File: config.mk
export PLATFORM = sky130hd
export DESIGN_NAME = rtc_value_core
export DESIGN_NICKNAME = d
export VERILOG_FILES = /design/src/hw/rtc_pkg.sv /design/src/hw/rtc_pwc_if.sv /design/src/hw/rtc_pwc_win.sv /design/src/hw/rtc_value_core.sv
export SDC_FILE = /design/constraint.sdc
export NUM_CORES = 1
export LEC_CHECK = 0
export BUFFER_PORTS_ARGS = -buffer_cell sky130_fd_sc_hd__buf_2
export CAP_MARGIN = 20
export CORE_ASPECT_RATIO = 0.6
export CORE_MARGIN = 2
export CORE_UTILIZATION = 50
export CTS_BUF_LIST = sky130_fd_sc_hd__clkbuf_8
export CTS_CLUSTER_DIAMETER = 200
export DETAILED_ROUTE_END_ITERATION = 16
export HOLD_SLACK_MARGIN = 0.06
export PLACE_DENSITY = 0.69
export REMOVE_ABC_BUFFERS = 1
export SLEW_MARGIN = 10
export SYNTH_ARGS = -nofsm -noshare
export SYNTH_HDL_FRONTEND = slang
export SYNTH_SLANG_ARGS = --single-unit
File: constraint.sdc
create_clock -name mclk -period 6.55 [get_ports mclk]
set_input_delay 0.3275 -clock mclk [delete_from_list [all_inputs] [get_ports mclk]]
set_output_delay 0.3275 -clock mclk [all_outputs]
set_load 0.05 [all_outputs]
File: src/hw/rtc_pkg.sv
// Constants and types shared by the RTC value block
package rtc_pkg;
   // Register selects on the special function port
   localparam logic [2:0] SEL_CFG = 3'h0;
   localparam logic [2:0] SEL_PWC = 3'h1;
   localparam logic [2:0] SEL_ALPTR = 3'h2;
   localparam logic [2:0] SEL_VAL = 3'h3;
   localparam logic [2:0] SEL_ALVAL = 3'h4;
   // Window pointer values
   localparam logic [1:0] PTR_YEAR = 2'h3;
   localparam logic [1:0] PTR_MONTH_DAY_VALUE = 2'h2;
   localparam logic [1:0] PTR_WKHR = 2'h1;
   localparam logic [1:0] PTR_MINUTE_SECOND_VALUE = 2'h0;
   localparam logic [1:0] PTR_PWCWIN = 2'h3;
   // Implemented bits per window register
   localparam logic [15:0] MASK_YEAR = 16'h00ff;
   localparam logic [15:0] MASK_MONTH_DAY_VALUE = 16'h1f3f;
   localparam logic [15:0] MASK_WKHR = 16'h073f;
   localparam logic [15:0] MASK_MINUTE_SECOND_VALUE = 16'h7f7f;
   localparam logic [15:0] MASK_PWCWIN = 16'hffff;
   // Calibration and configuration bit positions
   localparam int CFG_EN_BIT = 15;
   localparam int CFG_WREN_BIT = 13;
   localparam int CFG_SYNC_BIT = 12;
   localparam int CFG_HALF_BIT = 11;
   localparam int CFG_PTR_LSB = 8;
   localparam int PWC_EN_BIT = 15;
   localparam int ALPTR_LSB = 8;
   // Reset values
   localparam logic [15:0] VAL_RESET = 16'h0000;
   localparam logic [7:0] CAL_RESET = 8'h00;
   // Prescaler: one second is 32768 reference ticks, offset for headroom
   localparam logic [15:0] PRE_BASE = 16'h0080;
   localparam logic [15:0] PRE_TOP = 16'h807f;
   localparam logic [15:0] PRE_HALF = 16'h4080;
   localparam logic [15:0] SYNC_LEAD = 16'h0020;
   // Calendar digit limits
   localparam logic [3:0] BCD_NINE = 4'h9;
   localparam logic [3:0] TENS_FIVE = 4'h5;
   localparam logic [3:0] WEEKDAY_DIGIT_MAX = 4'h6;
   localparam logic [5:0] HOUR_LAST = 6'h23;
   localparam logic [5:0] DAY_FIRST = 6'h01;
   localparam logic [4:0] MONTH_LAST = 5'h12;
   localparam logic [4:0] MONTH_FIRST = 5'h01;
   localparam logic [7:0] SAMP_ALWAYS = 8'hff;
   typedef enum logic [2:0] {
      PWC_IDLE = 3'b001,
      PWC_STAB = 3'b010,
      PWC_SAMP = 3'b100
   } rtc_pwc_state_e;
endpackage : rtc_pkg

File: src/hw/rtc_pwc_if.sv
// Power control window signals between the value block and its timer
`timescale 1ns/1ps
interface rtc_pwc_if;
   logic pwc_en;
   logic alarm_event;
   logic pwc_tick;
   logic [7:0] stab_count;
   logic [7:0] samp_count;
   logic stab_win;
   logic samp_win;
   modport ctl (output pwc_en, alarm_event, pwc_tick, stab_count,
      samp_count, input stab_win, samp_win);
   modport win (input pwc_en, alarm_event, pwc_tick, stab_count,
      samp_count, output stab_win, samp_win);
endinterface : rtc_pwc_if

File: src/hw/rtc_pwc_win.sv
// Stability and sample window timer for power control
`timescale 1ns/1ps
module rtc_pwc_win
   import rtc_pkg::*;
(
   input wire logic mclk,
   input wire logic rstn,
   rtc_pwc_if.win pw
);
   rtc_pwc_state_e state_ff, nxt_state;
   logic [7:0] cnt_ff, nxt_cnt;
   logic stab_ff, nxt_stab;
   logic samp_ff, nxt_samp;

   always_comb begin
      nxt_state = state_ff;
      nxt_cnt = cnt_ff;
      case (state_ff)
         PWC_IDLE: begin
            if (pw.pwc_en && pw.alarm_event) begin
               if (pw.stab_count != 8'h00) begin
                  nxt_state = PWC_STAB;
                  nxt_cnt = pw.stab_count;
               end else if (pw.samp_count != 8'h00) begin
                  nxt_state = PWC_SAMP;
                  nxt_cnt = pw.samp_count;
               end
            end
         end
         PWC_STAB: begin
            if (pw.pwc_tick) begin
               if (cnt_ff == 8'h01) begin
                  nxt_cnt = pw.samp_count;
                  nxt_state = (pw.samp_count == 8'h00) ? PWC_IDLE : PWC_SAMP;
               end else begin
                  nxt_cnt = cnt_ff - 8'h01;
               end
            end
         end
         PWC_SAMP: begin
            if (pw.pwc_tick) begin
               if (cnt_ff == 8'h01) begin
                  nxt_state = PWC_IDLE;
               end else begin
                  nxt_cnt = cnt_ff - 8'h01;
               end
            end
         end
         default: nxt_state = PWC_IDLE;
      endcase
      if (!pw.pwc_en) begin
         nxt_state = PWC_IDLE;
      end
      nxt_stab = (nxt_state == PWC_STAB);
      nxt_samp = (nxt_state == PWC_SAMP)
         || (pw.samp_count == SAMP_ALWAYS);
   end

   always_ff @(posedge mclk or negedge rstn) begin
      if (!rstn) begin
         state_ff <= PWC_IDLE;
         cnt_ff <= 8'h00;
         stab_ff <= 1'b0;
         samp_ff <= 1'b0;
      end else begin
         state_ff <= nxt_state;
         cnt_ff <= nxt_cnt;
         stab_ff <= nxt_stab;
         samp_ff <= nxt_samp;
      end
   end

   assign pw.stab_win = stab_ff;
   assign pw.samp_win = samp_ff;
endmodule : rtc_pwc_win

File: src/hw/rtc_value_core.sv
// Calendar values, alarm values, windows and drift calibration
// Operation
// - Year holds BCD tens in bits 7-4 and ones in 3-0, 0 to 9
// - Month tens is bit 12, month ones BCD in bits 11-8
// - Day tens in bits 5-4 (0 to 3), ones in bits 3-0
// - Weekday sits in bits 10-8 and runs 0 to 6
// - Hour tens in bits 5-4 (0 to 2), ones in bits 3-0
// - Minute tens in bits 14-12 (0 to 5), ones in 11-8
// - Second tens in bits 6-4 (0 to 5), ones in 3-0
// - Unassigned bits of value registers read zero, ignore writes
// - Value and window registers write only while write enable set, except minute/second, which always writes
// - Alarm registers 0 to 2 share the value registers' field layout, alarm register 3 holds the windows
// - Stability window lasts N power clock periods, zero means none
// - Sample window lasts N periods for 1 to 254, zero means none
// - Sample count all ones keeps sample window always active
// - Sample window follows stability expiry, or alarm when stability zero
// - Signed drift byte times four pulses adjusts timer each minute
// - Drift adjust happens at every fifteen-second boundary
// - Pointer picks register, decrements on upper byte access to zero
// - Writing minute/second low byte clears the half-second flag
`timescale 1ns/1ps
module rtc_value_core
   import rtc_pkg::*;
(
   input wire logic mclk,
   input wire logic rstn,
   input wire logic rtc_tick,
   input wire logic pwc_tick,
   input wire logic alarm_event,
   input wire logic [2:0] reg_sel,
   input wire logic reg_wr,
   input wire logic reg_rd,
   input wire logic [1:0] reg_be,
   input wire logic [15:0] reg_wdata,
   output logic [15:0] reg_rdata,
   output logic second_pulse,
   output logic half_second,
   output logic stab_window,
   output logic samp_window
);
   logic [15:0] val_ff [4];
   logic [15:0] nxt_val [4];
   logic [15:0] alm_ff [4];
   logic [15:0] nxt_alm [4];
   logic [1:0] ptr_ff, nxt_ptr;
   logic [1:0] alptr_ff, nxt_alptr;
   logic en_ff, nxt_en;
   logic wren_ff, nxt_wren;
   logic [7:0] cal_ff, nxt_cal;
   logic pwc_en_ff, nxt_pwc_en;
   logic [15:0] pre_ff, nxt_pre;
   logic [15:0] rdata_ff, nxt_rdata;
   logic sec_ff, nxt_sec;
   logic half_ff, nxt_half;
   logic sec_tick;
   logic cal_point;
   logic wr_minute_second_value_lo;
   logic [15:0] byte_mask;

   rtc_pwc_if pw ();

   function automatic logic [4:0] bcd_step(input logic [3:0] d,
      input logic [3:0] top);
      bcd_step = (d >= top) ? 5'h10 : {1'b0, d + 4'h1};
   endfunction : bcd_step

   assign sec_tick = rtc_tick && en_ff && (pre_ff == PRE_TOP);
   assign byte_mask = {{8{reg_be[1]}}, {8{reg_be[0]}}};
   assign wr_minute_second_value_lo = reg_wr && (reg_sel == SEL_VAL) && reg_be[0]
      && (ptr_ff == PTR_MINUTE_SECOND_VALUE);

   ////////////////////////////////////////////////////////////////////////
   // Calendar cascade, prescaler and register access
   always_comb begin
      logic [15:0] ms;
      logic [15:0] wh;
      logic [15:0] md;
      logic [15:0] yr;
      logic [4:0] st;
      logic day_carry;
      logic leap;
      logic [5:0] dim;
      logic [15:0] wmask;
      ms = val_ff[0];
      wh = val_ff[1];
      md = val_ff[2];
      yr = val_ff[3];
      st = 5'h00;
      day_carry = 1'b0;
      leap = 1'b0;
      dim = 6'h31;
      wmask = 16'h0000;
      nxt_alm = alm_ff;
      nxt_ptr = ptr_ff;
      nxt_alptr = alptr_ff;
      nxt_en = en_ff;
      nxt_wren = wren_ff;
      nxt_cal = cal_ff;
      nxt_pwc_en = pwc_en_ff;
      nxt_rdata = rdata_ff;
      nxt_pre = pre_ff;
      cal_point = 1'b0;
      if (sec_tick) begin
         st = bcd_step(ms[3:0], BCD_NINE);
         ms[3:0] = st[3:0];
         if (st[4]) begin
            st = bcd_step({1'b0, ms[6:4]}, TENS_FIVE);
            ms[6:4] = st[2:0];
            if (st[4]) begin
               st = bcd_step(ms[11:8], BCD_NINE);
               ms[11:8] = st[3:0];
               if (st[4]) begin
                  st = bcd_step({1'b0, ms[14:12]}, TENS_FIVE);
                  ms[14:12] = st[2:0];
                  if (st[4]) begin
                     if (wh[5:0] == HOUR_LAST) begin
                        wh[5:0] = 6'h00;
                        day_carry = 1'b1;
                        st = bcd_step({1'b0, wh[10:8]}, WEEKDAY_DIGIT_MAX);
                        wh[10:8] = st[2:0];
                     end else if (wh[3:0] == BCD_NINE) begin
                        wh[3:0] = 4'h0;
                        wh[5:4] = wh[5:4] + 2'h1;
                     end else begin
                        wh[3:0] = wh[3:0] + 4'h1;
                     end
                  end
               end
            end
         end
         leap = yr[4] ? (yr[3:0] == 4'h2 || yr[3:0] == 4'h6)
            : (yr[3:0] == 4'h0 || yr[3:0] == 4'h4 || yr[3:0] == 4'h8);
         case (md[12:8])
            5'h02: dim = leap ? 6'h29 : 6'h28;
            5'h04, 5'h06, 5'h09, 5'h11: dim = 6'h30;
            default: dim = 6'h31;
         endcase
         if (day_carry) begin
            if (md[5:0] == dim) begin
               md[5:0] = DAY_FIRST;
               if (md[12:8] == MONTH_LAST) begin
                  md[12:8] = MONTH_FIRST;
                  st = bcd_step(yr[3:0], BCD_NINE);
                  yr[3:0] = st[3:0];
                  if (st[4]) begin
                     st = bcd_step(yr[7:4], BCD_NINE);
                     yr[7:4] = st[3:0];
                  end
               end else if (md[11:8] == BCD_NINE) begin
                  md[12:8] = 5'h10;
               end else begin
                  md[11:8] = md[11:8] + 4'h1;
               end
            end else if (md[3:0] == BCD_NINE) begin
               md[3:0] = 4'h0;
               md[5:4] = md[5:4] + 2'h1;
            end else begin
               md[3:0] = md[3:0] + 4'h1;
            end
         end
         cal_point = (ms[3:0] == 4'h0 || ms[3:0] == 4'h5)
            && (ms[6:4] == 3'h0 || ms[6:4] == 3'h1 || ms[6:4] == 3'h3
            || ms[6:4] == 3'h4) && (ms[7:0] != 8'h10) && (ms[7:0] != 8'h40)
            && (ms[7:0] != 8'h35) && (ms[7:0] != 8'h05);
         if (cal_point) begin
            nxt_pre = PRE_BASE + {{8{cal_ff[7]}}, cal_ff};
         end else begin
            nxt_pre = PRE_BASE;
         end
      end else if (rtc_tick && en_ff) begin
         nxt_pre = pre_ff + 16'h0001;
      end
      nxt_val[0] = ms;
      nxt_val[1] = wh;
      nxt_val[2] = md;
      nxt_val[3] = yr;
      // Register writes win over the calendar update
      if (reg_wr && reg_sel == SEL_CFG) begin
         if (reg_be[1]) begin
            if (wren_ff) begin
               nxt_en = reg_wdata[CFG_EN_BIT];
            end
            nxt_wren = reg_wdata[CFG_WREN_BIT];
            nxt_ptr = reg_wdata[CFG_PTR_LSB+1:CFG_PTR_LSB];
         end
         if (reg_be[0]) begin
            nxt_cal = reg_wdata[7:0];
         end
      end else if (reg_wr && reg_sel == SEL_PWC) begin
         if (reg_be[1]) begin
            nxt_pwc_en = reg_wdata[PWC_EN_BIT];
         end
      end else if (reg_wr && reg_sel == SEL_ALPTR) begin
         if (reg_be[1]) begin
            nxt_alptr = reg_wdata[ALPTR_LSB+1:ALPTR_LSB];
         end
      end else if (reg_wr && reg_sel == SEL_VAL) begin
         case (ptr_ff)
            PTR_YEAR: wmask = MASK_YEAR;
            PTR_MONTH_DAY_VALUE: wmask = MASK_MONTH_DAY_VALUE;
            PTR_WKHR: wmask = MASK_WKHR;
            default: wmask = MASK_MINUTE_SECOND_VALUE;
         endcase
         if (wren_ff || ptr_ff == PTR_MINUTE_SECOND_VALUE) begin
            wmask = wmask & byte_mask;
            nxt_val[ptr_ff] = (nxt_val[ptr_ff] & ~wmask)
               | (reg_wdata & wmask);
         end
         if (wr_minute_second_value_lo) begin
            nxt_pre = PRE_BASE;
         end
      end else if (reg_wr && reg_sel == SEL_ALVAL) begin
         case (alptr_ff)
            PTR_PWCWIN: wmask = MASK_PWCWIN;
            PTR_MONTH_DAY_VALUE: wmask = MASK_MONTH_DAY_VALUE;
            PTR_WKHR: wmask = MASK_WKHR;
            default: wmask = MASK_MINUTE_SECOND_VALUE;
         endcase
         if (wren_ff || alptr_ff == PTR_MINUTE_SECOND_VALUE) begin
            wmask = wmask & byte_mask;
            nxt_alm[alptr_ff] = (alm_ff[alptr_ff] & ~wmask)
               | (reg_wdata & wmask);
         end
      end
      if ((reg_wr || reg_rd) && reg_be[1] && ptr_ff != 2'h0
         && reg_sel == SEL_VAL) begin
         nxt_ptr = ptr_ff - 2'h1;
      end
      if ((reg_wr || reg_rd) && reg_be[1] && alptr_ff != 2'h0
         && reg_sel == SEL_ALVAL) begin
         nxt_alptr = alptr_ff - 2'h1;
      end
      if (reg_rd) begin
         if (reg_sel == SEL_CFG) begin
            nxt_rdata = {en_ff, 1'b0, wren_ff,
               pre_ff >= (PRE_TOP - SYNC_LEAD), half_ff, 1'b0, ptr_ff,
               cal_ff};
         end else if (reg_sel == SEL_PWC) begin
            nxt_rdata = {pwc_en_ff, 15'h0000};
         end else if (reg_sel == SEL_ALPTR) begin
            nxt_rdata = {6'h00, alptr_ff, 8'h00};
         end else if (reg_sel == SEL_VAL) begin
            nxt_rdata = val_ff[ptr_ff];
         end else if (reg_sel == SEL_ALVAL) begin
            nxt_rdata = alm_ff[alptr_ff];
         end else begin
            nxt_rdata = 16'h0000;
         end
      end
      nxt_sec = sec_tick;
      nxt_half = (nxt_pre >= PRE_HALF);
   end

   always_ff @(posedge mclk or negedge rstn) begin
      if (!rstn) begin
         for (int i = 0; i < 4; i++) begin
            val_ff[i] <= VAL_RESET;
            alm_ff[i] <= VAL_RESET;
         end
         ptr_ff <= 2'h0;
         alptr_ff <= 2'h0;
         en_ff <= 1'b0;
         wren_ff <= 1'b0;
         cal_ff <= CAL_RESET;
         pwc_en_ff <= 1'b0;
         pre_ff <= PRE_BASE;
         rdata_ff <= 16'h0000;
         sec_ff <= 1'b0;
         half_ff <= 1'b0;
      end else begin
         val_ff <= nxt_val;
         alm_ff <= nxt_alm;
         ptr_ff <= nxt_ptr;
         alptr_ff <= nxt_alptr;
         en_ff <= nxt_en;
         wren_ff <= nxt_wren;
         cal_ff <= nxt_cal;
         pwc_en_ff <= nxt_pwc_en;
         pre_ff <= nxt_pre;
         rdata_ff <= nxt_rdata;
         sec_ff <= nxt_sec;
         half_ff <= nxt_half;
      end
   end

   ////////////////////////////////////////////////////////////////////////
   // Power control windows
   assign pw.pwc_en = pwc_en_ff;
   assign pw.alarm_event = alarm_event;
   assign pw.pwc_tick = pwc_tick;
   assign pw.stab_count = alm_ff[PTR_PWCWIN][15:8];
   assign pw.samp_count = alm_ff[PTR_PWCWIN][7:0];

   rtc_pwc_win i_rtc_pwc_win (
      .mclk(mclk),
      .rstn(rstn),
      .pw(pw)
   );

   assign reg_rdata = rdata_ff;
   assign second_pulse = sec_ff;
   assign half_second = half_ff;
   assign stab_window = pw.stab_win;
   assign samp_window = pw.samp_win;
endmodule : rtc_value_core

# After elaboration in Yosys (flattened, before gate mapping)
# Cells that the tools add are included.
# op_classes
n_addsub,17
mul,0
n_div,0
magnitude_cmp,13
eq_ne,48
n_shift,0
n_mux,123
bitwise,16
n_reduce_logical,59
# op_table
op,n
16-bit 2-to-1 mux,30
63-bit 2-to-1 mux,5
64-bit bitwise mux,2
16-bit bitwise AND,6
16-bit binary-select mux with 2-bit select,3
8-bit 2-to-1 mux,11
16-bit demux with 2-bit select,2
6-bit 2-to-1 mux,10
3-bit 2-to-1 mux,19
16-bit one-hot mux with 3 select lines,1
5-bit 2-to-1 mux,9
15-bit one-hot mux with 3 select lines,1
16-bit NOT,2
16-bit bitwise OR,2
"4-bit by 1-bit adder with 4-bit output, second input constant",7
7-bit 2-to-1 mux,4
8-bit one-hot mux with 3 select lines,1
1-bit logical AND,22
4-bit 2-to-1 mux,5
2-bit 2-to-1 mux,9
"16-bit by 1-bit adder with 16-bit output, second input constant",1
"16-bit == test, second input constant",1
"4-bit == test, second input constant",4
"16-bit by 15-bit greater-or-equal comparator with 1-bit output, second input constant",1
51 further kinds,118
# totals
register_bits,190
latchBits,0
mem_bits_rw,0
mem_bits_ro,0
inputBits,28
out_inout_bits,20
word_cells,302
memories,0

# Longest topological paths before layout
# Gate-level depths: netlist of the first run.
# logic_depth
ltp_word,22
depth_mapped,13
ltp_nobuf,10

# By module
# A second synthesis of the first run with hierarchy kept.
# hier_totals
cells_unflattened,1278
hier_area_um2,11928.9
# by_module_without_submodules
mod,n_inst,cells_each,area_per_inst_um2,seq_area_each_um2
rtc_value_core,1,1158,10914.2,4430.5
rtc_pwc_win,1,120,1014.7,326.6

# Least setup slack after synthesis of the first run
# OpenSTA, ideal clock, no wires.
# synth_path
kind,flip-flop to flip-flop
from,register val_ff[48] (netlist bit)
to,register val_ff[27] (netlist bit)
setup_ps,79
arrival_time_ps,2997
required_time_ps,6471
setup_slack_ps,3474
path_stages_with_launch,13
n_path_buf,2
cell_sequence,dfrtp_1 clkbuf_1 inv_1 ha_1 or3b_2 clkbuf_1 nand2_1 nor4_2 a41oi_1 or2_2 o21a_1 a221o_1 mux2i_1
# synth_rtl
element,line_no,rtl
"start, declared",rtc_value_core.sv:41,logic [15:0] val_ff [4];
"start signal, assigned",rtc_value_core.sv:271,val_ff <= nxt_val;

==> impl_metrics.csv, run 1 <==
group,metric,value,unit
global_route,use_met3,10.0,%
critical_path,crit_path_end_kind,"flop",
critical_path,r2r_slack,2.55,ns
critical_path,critPathLaunch,"val_ff[32]",
cts,cts_root_buffer,"clkbuf_8",
critical_path,worst_setup_path_start_kind,"flop",
cells_and_area,layout-drive-gt1-share,12.5,%
cells_and_area,layoutNonFillerInstCount,1641,
worst_hold_path,hp-class,"in -> reg",
critical_path,required,6.92,ns
sta,finClkSkew,0.0127,ns
synthesis,synthFlopType,"dfrtp_1",
global_route,overflow,0,
critical_path,r2r_start,"val_ff[32]",
global_route,antenna_found_initial,0,
cells_and_area,nets,1381,
sta,drv_slew,0,
synthesis,synthTopCellsByCount,"nand2_1, dfrtp_1, o21ai_0, nor2_1, a21oi_1",
sta,min_period,4.00,ns
critical_path,r2r_cells,9,
critical_path,slowest_stage,"nor4_4",
cells_and_area,layout.filler_cells,2144,
cts,tritoncts,"yes",
place,hpwl,26500,um
synthesis,synth_area_leaders,"dfrtp_1, nand2_1, o21ai_0, mux4_2, ha_1",
synthesis,async_flop_share,100,%
global_route,grt_use_total,30.2,%
cts,cts_made_buffers,17,
sta,fmax,0.250,GHz
sta,worst_pin_slew,1.09,ns
floorplan,start_util,51.2,%
global_route,grt_pass1_wl,57400,um
routing,final_antenna_net_count,0,
global_route,grt.busiest_layer,"met1",
synthesis,synth_area,11900,um2
sta,period_share,61.1,%
floorplan,ioPinCount,48,
global_route,grt_max_degree,72,
synthesis,synth.top_cell.area_share,39.6,%
synthesis,netlist.top_cell.by_area,"dfrtp_1",
place,gp_congestion,0.979,
power_and_ir_drop,power_density,358,nW/um2
routing,drt-wirelength-per-cell,22.0,um
routing,drt_pass1_iterations,8,
critical_path,cp.arrival,4.37,ns
critical_path,endpoint,"val_ff[34]",
critical_path,crit_type,"reg -> reg",
floorplan,num_rows,43,
sta,setup_violations,0,
global_route,grtUsageMet2,39.1,%
worst_hold_path,hold_start,"reg_wdata[7]",
synthesis,ys_ff_latch,190,
sta,rsz0062_at_grt,"no",
critical_path,timing.critical_path.mode_cell,"nand4_1",
cts,path_clk_slew,0.09,ns
cells_and_area,area_growth,6.67,%
place,portBuffers,47,
power_and_ir_drop,cellLeakagePower,5.47,nW
routing,drc,0,
cts,cts_max_level,4,
cts,cts_sinks,190,
cts,cts.path.max_buffers,2,
power_and_ir_drop,ir_drop,221,uV
routing,vias,10500,
sta,slew-limit-headroom,26.3,%
synthesis,yosysSeqAreaShare,40.1,%
floorplan,die_area,25000,um2
sta,hold_viol,0,
critical_path,crit_fanout,17,
place,place_inst,1607,
floorplan,die_w,203,um
global_route,first_global_vias,9813,
cells_and_area,antennaDiodeCount,0,
cts,cts_setup_buffers,0,
floorplan,core-area,23200,um2
run_status,status,"finished, final reports clean",
synthesis,yosysMostFrequentCell,"nand2_1",
critical_path,cp_slowest_stage_delay,0.84,ns
critical_path,r2r-end,"val_ff[34]",
routing,viasPerCell,6.40,
routing,wirelength,36100,um
critical_path,crit_chain,"ha_1, nor4bb_1, nand4_1, nor4_4, nand4_1, o21ai_0, nand2_1, o311ai_1, mux2i_1",
synthesis,netlist_instances,1312,
synthesis,yosys_warnings,0,
synthesis,synth_edf_count,0,
synthesis,syn_avg_cell_area,9.04,um2
global_route,grt.met1_usage,46.4,%
routing,drt_iter0_markers,1324,
sta,tns,0,ns
synthesis,yosysUniqueCellTypes,89,
job,max_cap_violations,0,
cts,clk_latency,0.51,ns
floorplan,die_h,123,um
## placed cells by master, fill, tap and decap left out, types with 7 or more instances in the layout
master	instances
nor3_1	24
xor2_1	12
ha_1	38
xnor2_1	9
buf_2	46
o21ai_1	16
inv_1	36
mux2_2	17
nor4_1	8
nand3_1	30
nand2b_1	10
a22oi_1	19
nor2_1	109
and3_1	14
o31ai_1	8
o211ai_1	9
nor2b_1	12
a31oi_1	21
nand4_1	15
and2_1	11
a21oi_1	72
mux4_2	28
o21ai_0	141
clkbuf_8	21
mux2i_1	37
a32oi_1	7
nand2_1	198
buf_4	10
dfrtp_1	187
a211oi_1	13
## worst min-delay path by stage
stage,to,slack (ns),depth (start not counted)
finish,cal_ff[7],0.09,2
global route,cal_ff[7],0.08,2
CTS,cal_ff[7],0.08,2
detailed placement,half_second,0.38,1
global placement,half_second,0.37,1
floorplan,alm_ff[0],0.03,0
## state kept, by name, indices dropped and copies added, names as in the netlist
register and count:
i_rtc_pwc_win.state_ff 3, pw.pwc_en 1, wren_ff 1, alm_ff 64
cal_ff 8, ptr_ff 2, second_pulse 1, val_ff 64
i_rtc_pwc_win.pw.stab_win 1, i_rtc_pwc_win.cnt_ff 8, en_ff 1, half_second 1
alptr_ff 2, pre_ff 16, reg_rdata 16, i_rtc_pwc_win.pw.samp_win 1
## through the flow
| stage | instance area (um2) | utilization [%] | hold WS (ns) | power, W | setup WS, ns |
|---|---|---|---|---|---|
| after floorplan | 11500 | - | 0.0319 | 0.00306 | 3.10 |
| after global placement | 12200 | 52.6 | 0.372 | 0.00364 | 2.89 |
| after detailed placement | 12200 | 52.6 | 0.375 | 0.00367 | 2.74 |
| after CTS | 12600 | 54.4 | 0.0753 | 0.00448 | 2.74 |
| after global routing | 12700 | 54.6 | 0.0776 | 0.00482 | 2.09 |
| final | 12700 | 54.6 | 0.0944 | 0.00453 | 2.55 |
## worst max-delay path, delay by kind of cell (launching register included)
kind / cells / cell delay, ns
adders and majority gates: 1 / 0.22
AOI/OAI and AO/OA: 2 / 0.70
muxes: 1 / 0.15
and+or+nand+nor: 5 / 2.34
DFF: 1 / 0.44
## repair_timing
item / in CTS / in global routing
resized for setup: 0 / 0
endpoints found under the hold margin: 68 / 0
hold buffers: 2 / 0
## power breakdown
part,internal (W),total [W],leakage [nW],switching [W]
registers,0.00142,0.00179,2.49,0.000373
clock network,0.000364,0.000800,0.201,0.000436
logic,0.000745,0.00194,2.78,0.00119
total,0.00253,0.00453,5.47,0.00200
## layout make-up
cell class	instances	area, um2	area share, %
clock buffer	20	275	2.17
clock inverter	10	114	0.899
inverter	37	139	1.10
multi-input combinational	1008	6600	52.1
sequential	190	4760	37.6
tap	315	394	3.11
timing repair buffer	61	382	3.01
## per-layer routing
layer	share of wire (%)	wire length (um)
met3	12	4380
met2	38	13800
met5	0	0
met4	2.2	802
met1	48	17200
## logic make-up (layout without fill, tap and decap cells)
kind of cell               after synthesis  after routing  synth area share, %
xor gates and xnor gates                21             21                 1.55
DFF                                    190            190                 40.1
buffers and inverters                  114            128                 4.32
and+or+nand+nor                        481            481                 19.3
AOI/OAI and AO/OA                      386            386                 20.7
muxes                                   82             82                 10.0
adders and majority gates               38             38                 4.01
Power figures use the tool's default switching activity.
==> inputs of run 2 (changes only) <==
- PLACE_DENSITY: 0.69 -> 0.71
- clock period: 6.55 -> 3.4 ns (I/O delays scaled with it)
==> impl_metrics.csv, run 2 (synthesis results as in run 1) <==
group,metric,value,unit
global_route,grt_max_degree,76,
cts,clk_latency,0.51,ns
routing,drt-wirelength-per-cell,22.7,um
critical_path,worst_setup_path_start_kind,"flop",
critical_path,r2r-end,"val_ff[36]",
floorplan,die_h,123,um
sta,fmax,0.298,GHz
place,place_area,12600,um2
cts,cts_sinks,190,
cells_and_area,finalInstanceArea,13200,um2
power_and_ir_drop,cellLeakagePower,5.77,nW
cells_and_area,top_regs,"alm_ff (64), val_ff (64)",
critical_path,crit_type,"reg -> reg",
sta,period_share,98.8,%
critical_path,r2r_cells,9,
routing,drt_iter0_markers,1434,
routing,drc,0,
critical_path,crit_fanout,9,
place,portBuffers,47,
power_and_ir_drop,ir_drop,365,uV
cells_and_area,nets,1443,
floorplan,num_rows,43,
floorplan,ioPinCount,48,
global_route,overflow,0,
routing,final_antenna_net_count,0,
floorplan,die_w,203,um
cts,cts_root_buffer,"clkbuf_8",
power_and_ir_drop,internal_power,0.00511,W
cells_and_area,final_common_cell,"nand2_1",
floorplan,die_area,25000,um2
power_and_ir_drop,switching_power,0.00405,W
cts,path_clk_slew,0.10,ns
routing,drt_pass1_iterations,6,
routing,wl_met2,14900,um
cts,cts_made_buffers,17,
cells_and_area,final_cell_mix,"nand2_1, dfrtp_1, o21ai_0, nor2_1, a21oi_1",
routing,wirelength,38700,um
cells_and_area,area_growth,11.2,%
global_route,grt_pass1_wl,60200,um
sta,drv_slew,0,
routing,viasPerCell,6.42,
critical_path,crit_path_end_kind,"flop",
power_and_ir_drop,power_density,694,nW/um2
cts,cts.path.max_buffers,2,
critical_path,crit_chain,"nor3b_1, buf_4, and3_2, and3_1, and4_1, mux2i_1, a221o_1, a211oi_2, a21oi_1",
sta,min_period,3.36,ns
routing,top_layer,"met5",
sta,slew-limit-headroom,44.9,%
global_route,first_global_vias,10200,
sta,setup_violations,0,
sta,tns,0,ns
worst_hold_path,hold_start,"reg_wdata[11]",
run_status,status,"finished, final reports clean",
sta,finClkSkew,0.0172,ns
sta,rsz0062_at_grt,"yes",
global_route,antenna_found_initial,1,
power_and_ir_drop,clockPowerShare,17.5,%
routing,wl_met3,5050,um
routing,drt-met1-wl,18200,um
sta,hold_viol,0,
cts,tritoncts,"yes",
floorplan,core-area,23200,um2
global_route,grt_use_total,32.0,%
critical_path,r2r_start,"val_ff[18]",
critical_path,required,3.77,ns
place,gp_congestion,1.03,
cts,cts_max_level,4,
sta,worst_pin_slew,0.824,ns
critical_path,slowest_stage,"dfrtp_1",
critical_path,cp_slowest_stage_delay,0.55,ns
power_and_ir_drop,pwr-share-seq,37.2,%
job,max_cap_violations,0,
power_and_ir_drop,swShare,44.3,%
power_and_ir_drop,combPwrFrac,45.3,%
cells_and_area,layout-drive-gt1-share,15.5,%
critical_path,cp.arrival,3.73,ns
cells_and_area,antennaDiodeCount,0,
floorplan,start_util,51.2,%
worst_hold_path,min_to,"alm_ff[43]",
routing,vias,10900,
critical_path,r2r_slack,0.04,ns
place,hpwl,29200,um
worst_hold_path,hold_depth,3,
power_and_ir_drop,fin_total_pwr,0.00916,W
worst_hold_path,hp-class,"in -> reg",
run 2: metal layers:
metal | vias to the layer above | GRT usage, %
met5 | - | 0
li1 | 4931 | -
met2 | 596 | 41.8
met3 | 45 | 10.9
met1 | 5366 | 49.9
met4 | 2 | 7.34
run 2: worst max-delay path, delay by kind of cell (launching register included):
kind,cells,cell delay (ns)
AOI/OAI and AO/OA,3,1.06
buffers and inverters,1,0.22
DFF,1,0.55
muxes,1,0.19
and+or+nand+nor,4,1.20
run 2: layout make-up:
type                    count  area [um2]
repair buffers            123         887
clock buffers              22         303
clock inverters            10         111
well taps                 315         394
fillers                  2086        9990
inverters                  37         139
flip-flops and latches    190        4760
multi-input cells        1008        6610
run 2: per-stage QoR:
step | cells | hold WS (ns) | setup WS [ns] | utilization (%)
6_report | 1705 | 0.137 | 0.0423 | 56.9
4_1_cts | 1703 | 0.0988 | 0.0890 | 56.8
3_3_place_gp | 1652 | 0.196 | 0.198 | 54.2
5_1_grt | 1705 | 0.155 | -0.0449 | 56.9
2_1_floorplan | 1235 | -0.126 | -0.0516 | -
3_5_place_dp | 1652 | 0.208 | 0.141 | 54.2
run 2: power by group through the flow:
stage / clock network, W / registers (W) / logic (W)
floorplan: 0 / 0.00344 / 0.00246
global placement: 0 / 0.00339 / 0.00390
detailed placement: 0 / 0.00341 / 0.00397
CTS: 0.00162 / 0.00337 / 0.00402
global route: 0.00171 / 0.00346 / 0.00451
finish: 0.00160 / 0.00341 / 0.00415
run 2: worst max-delay path by stage:
| stage | cells past startpoint | endpoint | slack (ns) | startpoint |
|---|---|---|---|---|
| after floorplan | 8 | half_second | -0.05 | ptr_ff[0] |
| after global placement | 10 | val_ff[58] | 0.20 | val_ff[32] |
| after detailed placement | 11 | val_ff[51] | 0.14 | val_ff[32] |
| after CTS | 11 | val_ff[51] | 0.09 | val_ff[32] |
| after global routing | 8 | val_ff[46] | -0.04 | pre_ff[9] |
| final | 9 | val_ff[36] | 0.04 | val_ff[18] |
run 2: repair_timing:
action                                 in CTS  in global routing
resized for setup                           0                  3
setup endpoints to repair                   0                 19
setup buffers                               0                  2
hold buffers                               19                  0
endpoints found under the hold margin     104                  0
